## config.mk

```make
export PLATFORM = sky130hd
export DESIGN_NAME = gauge_misc_config_register
export DESIGN_NICKNAME = d
export VERILOG_FILES = /design/src/common/gauge_misc_pkg.sv /design/src/hw/gauge_alert_mux.sv /design/src/hw/gauge_misc_config_register.sv
export VERILOG_INCLUDE_DIRS = /design/src /design/src/common
export SDC_FILE = /design/constraint.sdc
export NUM_CORES = 1
export LEC_CHECK = 0
export BUFFER_PORTS_ARGS = -buffer_cell sky130_fd_sc_hd__buf_4
export CORE_MARGIN = 10
export CORE_UTILIZATION = 42
export DETAILED_ROUTE_END_ITERATION = 12
export GPL_TIMING_DRIVEN = 0
export PLACE_DENSITY = 0.78
export SETUP_SLACK_MARGIN = 0.05
export SLEW_MARGIN = 20
export SYNTH_ARGS = -nofsm -noshare
export SYNTH_HDL_FRONTEND = slang
export SYNTH_SLANG_ARGS = --single-unit
```

## constraint.sdc

```tcl
create_clock -name clk -period 5.6 [get_ports clk]
set_clock_uncertainty 0.05 [all_clocks]
set_input_delay 1.68 -clock clk [delete_from_list [all_inputs] [get_ports clk]]
set_output_delay 1.68 -clock clk [all_outputs]
set_load 0.1 [all_outputs]
```

## src/common/gauge_misc_cfg.svh

```systemverilog
// Constants for the gauge miscellaneous configuration register.
// Assumes inclusion by bare name from the configuration register design file.
`ifndef GAUGE_MISC_CFG_SVH
`define GAUGE_MISC_CFG_SVH
`define MISC_CFG_ADDR 8'h2b
`define RATE_LIMIT_HI 15
`define RATE_LIMIT_LO 12
`define INSERT_RESET_BIT 11
`define REINIT_BIT 10
`define MIX_HI 9
`define MIX_LO 5
`define AUTO_REVERT_BIT 4
`define PULLUP_LOW_BIT 3
`define EXT_VOLT_BIT 2
`define ALERT_SRC_HI 1
`define ALERT_SRC_LO 0
`define RATE_LIMIT_RESET 4'h3
`define RATE_STEP_PCT_HR 8
`define MIX_RESET 5'h03
`define MISC_CFG_RESET 16'h3860
`define LEARN_STAGE_REVERT 3'h7
`endif

```

## src/common/gauge_misc_pkg.sv

```systemverilog
// Types shared by the gauge configuration register and its field decoder.
// Assumes nothing beyond the constants header.
package gauge_misc_pkg;
	typedef enum logic [1:0] {
		alert_reported = 2'h0,
		alert_average = 2'h1,
		alert_mixed = 2'h2,
		alert_voltage = 2'h3
	} alert_src_e;
	typedef enum logic [3:0] {
		mix_off = 4'h1,
		mix_servo = 4'h2,
		mix_tc = 4'h4,
		mix_idle = 4'h8
	} mix_mode_e;
endpackage : gauge_misc_pkg

```

## src/hw/gauge_alert_mux.sv

```systemverilog
// Selects the charge value that feeds the charge alerts.
// Assumes charge values arrive registered in the gauge clock domain.
`timescale 1ns/1ps
`default_nettype none
module gauge_alert_mux #(
	parameter int W = 16
) (
	input wire logic clk,
	input wire logic sys_rst,
	input wire gauge_misc_pkg::alert_src_e sel,
	input wire logic [W-1:0] reported_charge,
	input wire logic [W-1:0] average_charge,
	input wire logic [W-1:0] mixed_charge,
	input wire logic [W-1:0] voltage_charge,
	output logic [W-1:0] alert_charge
);
	logic [W-1:0] alert_reg;
	logic [W-1:0] alert_next;
	always_comb begin
		unique case (sel)
			gauge_misc_pkg::alert_reported: alert_next = reported_charge;
			gauge_misc_pkg::alert_average: alert_next = average_charge;
			gauge_misc_pkg::alert_mixed: alert_next = mixed_charge;
			gauge_misc_pkg::alert_voltage: alert_next = voltage_charge;
		endcase
	end
	always_ff @(posedge clk) begin
		if (sys_rst) begin
			alert_reg <= '0;
		end else begin
			alert_reg <= alert_next;
		end
	end
	assign alert_charge = alert_reg;
endmodule : gauge_alert_mux
`default_nettype wire

```

## src/hw/gauge_misc_config_register.sv

```systemverilog
// Miscellaneous configuration register of the fuel gauge and its decode.
// Assumes a serial port front end giving single-cycle word reads and writes.
// Contract
// - Charge estimate rate limit is (field plus one) times 8 percent per hour.
// - The rate-limit field resets to 3, a limit of 32 percent per hour.
// - With insertion reset set, each detected battery insertion resets the gauge.
// - The insertion-reset bit is 1 after power-up.
// - Writing the re-initialise bit restarts the gauge initialisation.
// - The mixing field sets servo strength once the final mixing state is reached.
// - A zero mixing field disables servo mixing, keeping time-constant mixing.
// - With auto-revert set, learning select clears to 0 on reaching stage 7.
// - The pull-up select bit chooses the lower-voltage thermistor pull-up.
// - The external-voltage bit stops the device's own cell voltage measurement.
// - The alert source field picks reported, average, mixed or voltage charge.
`timescale 1ns/1ps
`default_nettype none
`include "gauge_misc_cfg.svh"
module gauge_misc_config_register #(
	parameter int W = 16
) (
	input wire logic clk,
	input wire logic sys_rst,
	input wire logic [7:0] reg_addr,
	input wire logic reg_wr,
	input wire logic [15:0] reg_wdata,
	output logic [15:0] reg_rdata,
	input wire logic update_tick,
	input wire logic insertion_detected,
	input wire logic final_mix_reached,
	input wire logic [2:0] capacity_learn_stage,
	input wire logic [1:0] capacity_learn_select_in,
	input wire logic [W-1:0] reported_charge,
	input wire logic [W-1:0] average_charge,
	input wire logic [W-1:0] mixed_charge,
	input wire logic [W-1:0] voltage_charge,
	output logic [7:0] rate_limit_pct_hr,
	output logic gauge_reset,
	output logic gauge_reinit,
	output logic [4:0] servo_mix_strength,
	output gauge_misc_pkg::mix_mode_e mix_mode,
	output logic learn_clear,
	output logic pullup_low_select,
	output logic volt_meas_enable,
	output logic [W-1:0] alert_charge
);
	localparam logic [15:0] CFG_RESET = `MISC_CFG_RESET;
	localparam logic [7:0] RATE_RESET = 8'((
		{4'h0, CFG_RESET[`RATE_LIMIT_HI:`RATE_LIMIT_LO]} + 8'h01)
		* `RATE_STEP_PCT_HR);
	logic [15:0] cfg_reg;
	logic [15:0] cfg_next;
	logic [15:0] act_reg;
	logic [15:0] act_next;
	logic reinit_reg;
	logic reinit_next;
	logic reset_reg;
	logic reset_next;
	logic clear_reg;
	logic clear_next;
	logic [7:0] rate_reg;
	logic [7:0] rate_next;
	logic pullup_reg;
	logic pullup_next;
	logic meas_reg;
	logic meas_next;
	gauge_misc_pkg::mix_mode_e mode_reg;
	gauge_misc_pkg::mix_mode_e mode_next;
	logic hit_wr;
	assign hit_wr = reg_wr && (reg_addr == `MISC_CFG_ADDR);
	always_comb begin
		cfg_next = cfg_reg;
		reinit_next = 1'b0;
		if (hit_wr) begin
			cfg_next = reg_wdata;
		end
		if (update_tick && cfg_reg[`REINIT_BIT]) begin
			reinit_next = 1'b1;
			cfg_next[`REINIT_BIT] = 1'b0;
		end
		if (hit_wr && reg_wdata[`REINIT_BIT]) begin
			cfg_next[`REINIT_BIT] = 1'b1;
		end
	end
	always_ff @(posedge clk) begin
		if (sys_rst) begin
			cfg_reg <= CFG_RESET;
			reinit_reg <= 1'b0;
		end else begin
			cfg_reg <= cfg_next;
			reinit_reg <= reinit_next;
		end
	end
	always_comb begin
		act_next = update_tick ? cfg_reg : act_reg;
		rate_next = 8'(({4'h0, act_next[`RATE_LIMIT_HI:`RATE_LIMIT_LO]}
			+ 8'h01) * `RATE_STEP_PCT_HR);
		pullup_next = act_next[`PULLUP_LOW_BIT];
		meas_next = ~act_next[`EXT_VOLT_BIT];
	end
	always_ff @(posedge clk) begin
		if (sys_rst) begin
			act_reg <= CFG_RESET;
			rate_reg <= RATE_RESET;
			pullup_reg <= CFG_RESET[`PULLUP_LOW_BIT];
			meas_reg <= ~CFG_RESET[`EXT_VOLT_BIT];
		end else begin
			act_reg <= act_next;
			rate_reg <= rate_next;
			pullup_reg <= pullup_next;
			meas_reg <= meas_next;
		end
	end
	always_comb begin
		reset_next = insertion_detected && act_reg[`INSERT_RESET_BIT];
		clear_next = act_reg[`AUTO_REVERT_BIT] && update_tick
			&& capacity_learn_stage == `LEARN_STAGE_REVERT
			&& capacity_learn_select_in != 2'h0;
	end
	always_ff @(posedge clk) begin
		if (sys_rst) begin
			reset_reg <= 1'b0;
			clear_reg <= 1'b0;
		end else begin
			reset_reg <= reset_next;
			clear_reg <= clear_next;
		end
	end
	always_comb begin
		if (act_reg[`MIX_HI:`MIX_LO] == 5'h00) begin
			mode_next = gauge_misc_pkg::mix_tc;
		end else if (final_mix_reached) begin
			mode_next = gauge_misc_pkg::mix_servo;
		end else begin
			mode_next = gauge_misc_pkg::mix_tc;
		end
	end
	always_ff @(posedge clk) begin
		if (sys_rst) begin
			mode_reg <= gauge_misc_pkg::mix_tc;
		end else begin
			mode_reg <= mode_next;
		end
	end
	assign reg_rdata = (reg_addr == `MISC_CFG_ADDR) ? cfg_reg : 16'h0000;
	assign rate_limit_pct_hr = rate_reg;
	assign gauge_reset = reset_reg;
	assign gauge_reinit = reinit_reg;
	assign servo_mix_strength = act_reg[`MIX_HI:`MIX_LO];
	assign mix_mode = mode_reg;
	assign learn_clear = clear_reg;
	assign pullup_low_select = pullup_reg;
	assign volt_meas_enable = meas_reg;
	gauge_alert_mux #(.W(W)) u_alert (
		.clk(clk),
		.sys_rst(sys_rst),
		.sel(gauge_misc_pkg::alert_src_e'(act_reg[`ALERT_SRC_HI:`ALERT_SRC_LO])),
		.reported_charge(reported_charge),
		.average_charge(average_charge),
		.mixed_charge(mixed_charge),
		.voltage_charge(voltage_charge),
		.alert_charge(alert_charge)
	);
endmodule : gauge_misc_config_register
`default_nettype wire

```

---- Yosys cells after proc, flatten, opt, wreduce, memory -nomap -nowiden ----
Index checks and enable logic that the tools add are counted.
storage, ports and cells
  register bits ........................... 65
  bits of input ports ..................... 99
  output and inout port bits .............. 54
  word-level logic and storage cells ...... 40
cells by class
  $add $sub $neg .......................... 1
  equal/unequal tests ..................... 5
  mux-type cells .......................... 8
  bitwise gates (word level) .............. 1
  reductions and logical operators ........ 12
operators with widths
  operator                                                          number
  16-bit case mux with 4 select lines                               1
  16-bit two-way mux                                                2
  11-bit two-way mux                                                1
  8-bit by 6-bit == test with 1-bit output (second input constant)  1
  1-bit logical AND                                                 7
  4-bit by 1-bit adder with 5-bit output (second input constant)    1
  5-bit logical NOT                                                 1
  2-bit == test (second input constant)                             2
  3-bit == test (second input constant)                             1
  1-bit two-way mux                                                 3
  3-bit two-way mux                                                 1
  3-bit nonzero test                                                1
  2-bit by 1-bit == test with 1-bit output (second input constant)  1
  2-bit logical NOT                                                 1
  2-bit nonzero test                                                1
  2-bit OR reduction                                                1
  1-bit NOT                                                         1

---- Logic depth before layout (Yosys ltp) ----
  depth after elaboration ................. 5
  mapped depth ............................ 6

---- Modules after synthesis ----
Synthesis repeated with hierarchy kept, for this count alone.
second synthesis, totals
  cell total of the unflattened synthesis .. 258
  area, all modules ....................... 2637.5 µm²
modules (own cells, without submodules)
  module                      times used  cells an instance  area each (µm²)  sequential area each (µm²)
  gauge_misc_config_register  1           184                1810.5           840.8
  gauge_alert_mux             1           74                 827.0            320.3

---- Worst setup path before layout ----
No wires, ideal clock.
  kind .................................... input-to-output
  from .................................... input reg_addr[4]
  to ...................................... output reg_rdata[10]
  arrival ................................. 3.452 ns
  required time ........................... 3.870 ns
  path slack .............................. 0.418 ns
  stages on the path ...................... 4
  buffers on the path ..................... 1
  cells stage by stage .................... or4b_4 > nor2_1 > clkbuf_1 > and2_1
between the ends
  cells in the longest elaborated chain, start to end .. 2
ends and longest elaborated chain
  item                                                line                               source
  start: declaration                                  gauge_misc_config_register.sv:23   input wire logic [7:0] reg_addr,
  8-bit by 6-bit == test with 1-bit output (no line)  -
  16-bit two-way mux                                  gauge_misc_config_register.sv:144  assign reg_rdata = (reg_addr == `MISC_CFG_ADDR) ? cfg_reg : 16'h0000;
  end: declaration                                    gauge_misc_config_register.sv:26   output logic [15:0] reg_rdata,
No other way between the ends.

---- Worst setup path in the final report ----
  from .................................... input reg_addr[4]
  to ...................................... output reg_rdata[13]
The elaborated chain is that of the path after synthesis.

==> impl_summary.md <==
Cells and area
The number of antenna diodes is 0. The count of placed standard cells in the final layout, fillers left out is 479. The share of the core filled with cells is 0.6679. The post-layout net count is 499.

The layout overhead on the synthesized area is 53.09%. The fraction of final layout cells sized beyond drive strength 1 is 0.4802.

Logic synthesis
In the synthesized netlist, the number of instances is 238. Synthesis instantiated 29 different standard cells from the library. A synthesized cell averages 10.98 µm². Summing every instance area after synthesis gives 2614 µm².

The number of flip-flops and latches in the synthesized netlist is 58. The portion of the post-synthesis area used by sequential elements is 0.4442. The count of warnings emitted by yosys is 0.

Clock tree
The number of buffers added by the clock tree synthesis step is 9. CTS built an H-tree with a depth of 3. The number of buffers on the longest clock path is 2. Buffers added to address setup during post-CTS repair amount to 0.

Hold repair after CTS inserted 0 buffers. After clock tree synthesis, the repair step resized 0 gates. The CTS tree is built. The source-to-sink clock delay at the later pin of the worst-skew pair is 320 ps. After clock tree synthesis, the clock-pin slew on the worst setup and hold paths is 60 ps.

The clock root buffer is sky130_fd_sc_hd__clkbuf_8. The clock drives 58 sinks.

Routing
The routed design has 8.328 mm of wire. In the routed layout, each cell is associated on average with a via count of 4.785. In the routed design, unresolved DRC markers number 0. The iteration-0 DRC count of the detailed router is 36. The detailed-route via count is 2292. In the final routed layout, each cell accounts on average for 17.39 µm. The number of routed nets with antenna violations is 0. The first TritonRoute pass finished after 4 iterations.

Pwr
In this run the static leakage power is 1.811 nW. The total power per unit cell area is 238.3 nW/µm². VDD sags by at most 0.1199 mV.

Worst setup path
The peak fanout along the critical path is 10. The data arrival time of the worst path is 3620 ps. The kind of capture point of the worst setup path is an output pin. The worst setup path is of the in -> out kind. The worst setup path is launched from a primary input.

For the worst setup path, the data required time is 3870 ps.

Global route
The total congestion overflow after global routing is 0. The global-route wire length before repair is 13.22 mm. Entering global routing, the biggest net connects 11 pins. For this run, the total global-route usage over all layers was measured as 0.1689. The number of antenna violations at the first check in global routing is 0. The number of global-route vias before repair is 2516.

Floorplan
The core region is 5991 µm². The standard-cell row count is 28. The die covers 9778 µm².

The effective utilization at floorplan is 0.4363. The I/O pin count is 153. The floorplan step set the die width to 98.89 µm. The floorplan step set the die height to 98.89 µm.

Placed design
The number of placed instances with taps included is 463. The half-perimeter wire length of the detailed placement result is 6.907 mm. Routability-driven placement finished with a final weighted congestion of 0.7410. The port buffer count is 146.

Before CTS, the worst setup slack after placement is 214.7 ps.

STA
The maximum operating frequency is 187.0 MHz. Setup violations remaining at the end of the flow were counted as 0. The final period demand of the worst path is 5347 ps. The number of failing hold endpoints at the final stage is 0. Hold timing on the final database bottoms out at a slack of 383.4 ps. Across all setup checks in the final design, the least slack found is 252.7 ps. The total negative slack is 0 ps.

Setup repair after global routing left no endpoint under its margin. The max-slew headroom at the worst pin is 0.6343. At the pin with the least slew margin, the transition time is 546.7 ps. The max-slew violation count was 0. The part of the cycle the worst path needs is 0.9549.

Hold path
The tightest min-delay check is of the reg -> reg type.

Job
The tool flagged a number of max-cap violations equal to 0.

Status
The flow ran to the end, and the final reports show no timing, DRC or antenna violations.
-- report_power, final --
| group | internal (mW) | switching (mW) | leakage, nW |
|---|---|---|---|
| clock network | 0.196 | 0.151 | 0.0965 |
| registers | 0.421 | 0.00263 | 0.473 |
| logic | 0.0758 | 0.107 | 1.24 |
-- worst max-delay path, cell delays in order --
cell and delay (ps):
sky130_fd_sc_hd__buf_4 110, sky130_fd_sc_hd__or4b_4 560, sky130_fd_sc_hd__nor2_1 370, sky130_fd_sc_hd__clkbuf_1 400, sky130_fd_sc_hd__and2_1 200, sky130_fd_sc_hd__buf_4 290
-- through the flow --
step | instance area, µm² | power, mW
floorplan | 2629 | 0.5432
global placement | 3819 | 0.6152
detailed placement | 3819 | 0.6173
CTS | 4001 | 0.9636
global route | 4001 | 0.9933
finish | 4001 | 0.9536
-- synthesized netlist by cell type --
| cell | n | area, µm² |
|---|---|---|
| sky130_fd_sc_hd__mux2i_1 | 28 | 280.3 |
| sky130_fd_sc_hd__or4_1 | 1 | 7.510 |
| sky130_fd_sc_hd__nor3_1 | 1 | 5.000 |
| sky130_fd_sc_hd__o31a_1 | 1 | 8.760 |
| sky130_fd_sc_hd__or4b_4 | 1 | 13.76 |
| sky130_fd_sc_hd__nor4b_1 | 2 | 17.52 |
| sky130_fd_sc_hd__buf_2 | 4 | 20.02 |
| sky130_fd_sc_hd__a211o_1 | 3 | 26.28 |
| sky130_fd_sc_hd__conb_1 | 1 | 3.750 |
| sky130_fd_sc_hd__inv_1 | 6 | 22.52 |
| sky130_fd_sc_hd__nand2_1 | 1 | 3.750 |
| sky130_fd_sc_hd__xor2_1 | 1 | 8.760 |
| sky130_fd_sc_hd__clkbuf_1 | 11 | 41.29 |
| sky130_fd_sc_hd__nand4b_1 | 1 | 8.760 |
| sky130_fd_sc_hd__buf_12 | 1 | 20.02 |
| sky130_fd_sc_hd__nand4_1 | 1 | 6.260 |
| sky130_fd_sc_hd__nor2b_1 | 21 | 131.4 |
| sky130_fd_sc_hd__and3b_1 | 1 | 8.760 |
| sky130_fd_sc_hd__or3b_2 | 1 | 8.760 |
| sky130_fd_sc_hd__mux4_2 | 16 | 360.4 |
| sky130_fd_sc_hd__nor4_1 | 1 | 6.260 |
| sky130_fd_sc_hd__and2_1 | 16 | 100.1 |
| sky130_fd_sc_hd__ha_1 | 1 | 12.51 |
| sky130_fd_sc_hd__nor2_1 | 24 | 90.09 |
| sky130_fd_sc_hd__buf_4 | 10 | 75.07 |
| sky130_fd_sc_hd__o21ai_0 | 1 | 5.000 |
| sky130_fd_sc_hd__nand2b_1 | 23 | 143.9 |
| sky130_fd_sc_hd__dfxtp_1 | 58 | 1161 |
| sky130_fd_sc_hd__nor3_4 | 1 | 16.27 |
-- path summary, 6_finish.rpt --
path	startpoint	to	slack, ps	cells after the start
setup / recovery	reg_addr[4]	reg_rdata[13]	250	6
setup reg to reg	act_reg[1]	u_alert.alert_charge[13]	3770	4
hold reg to reg	act_reg[11]	gauge_reset	380	2
hold / removal	act_reg[11]	gauge_reset	380	2
-- cell type report --
| class | instances | area [µm²] |
|---|---|---|
| multi-input cells | 152 | 1289 |
| inverters | 6 | 22.52 |
| fillers | 502 | 1989 |
| clock inverters | 2 | 10.01 |
| clock buffers | 14 | 172.7 |
| flip-flops and latches | 58 | 1161 |
| plain buffers | 26 | 156.4 |
| repair buffers | 146 | 1096 |
| well taps | 75 | 93.84 |
-- layer usage --
layer  GRT usage  wire, µm  up-vias
li1            -         -     1113
met1      0.1685      3035     1053
met2      0.2751      3916      118
met3      0.1187      1272        8
met4     0.05182       104        0
met5           0         0        -
-- placed cells by master (no fill, tap or decap) --
master and n:
sky130_fd_sc_hd__nor3_4 1, sky130_fd_sc_hd__ha_1 1, sky130_fd_sc_hd__nor4_1 1, sky130_fd_sc_hd__nand2_1 1
sky130_fd_sc_hd__clkbuf_1 13, sky130_fd_sc_hd__or3b_2 1, sky130_fd_sc_hd__nor2_1 24, sky130_fd_sc_hd__or4b_4 1
sky130_fd_sc_hd__conb_1 5, sky130_fd_sc_hd__o21ai_0 1, sky130_fd_sc_hd__nand4b_1 1, sky130_fd_sc_hd__nor2b_1 21
sky130_fd_sc_hd__and2_1 16, sky130_fd_sc_hd__xor2_1 1, sky130_fd_sc_hd__nor3_1 1, sky130_fd_sc_hd__buf_4 156
sky130_fd_sc_hd__a211o_1 3, sky130_fd_sc_hd__clkinv_2 2, sky130_fd_sc_hd__clkbuf_8 12, sky130_fd_sc_hd__mux2i_1 28
sky130_fd_sc_hd__nor4b_1 2, sky130_fd_sc_hd__buf_12 1, sky130_fd_sc_hd__dfxtp_1 58, sky130_fd_sc_hd__nand2b_1 23
sky130_fd_sc_hd__inv_1 6, sky130_fd_sc_hd__and3b_1 1, sky130_fd_sc_hd__mux4_2 16, sky130_fd_sc_hd__buf_2 4
sky130_fd_sc_hd__o31a_1 1, sky130_fd_sc_hd__or4_1 1, sky130_fd_sc_hd__nand4_1 1
-- cells by family (layout without fill, tap and decap cells) --
group	count (synthesis)	count (layout)	synth area share
fa+ha+maj	1	1	0.004786
mux	44	44	0.2451
flops	58	58	0.4442
buf+inv	32	194	0.06845
compound gates	5	5	0.01532
other cells	1	5	0.001435
simple gates	96	96	0.2173
xor+xnor	1	1	0.003351
No activity file was read; power rests on OpenSTA's default activity.
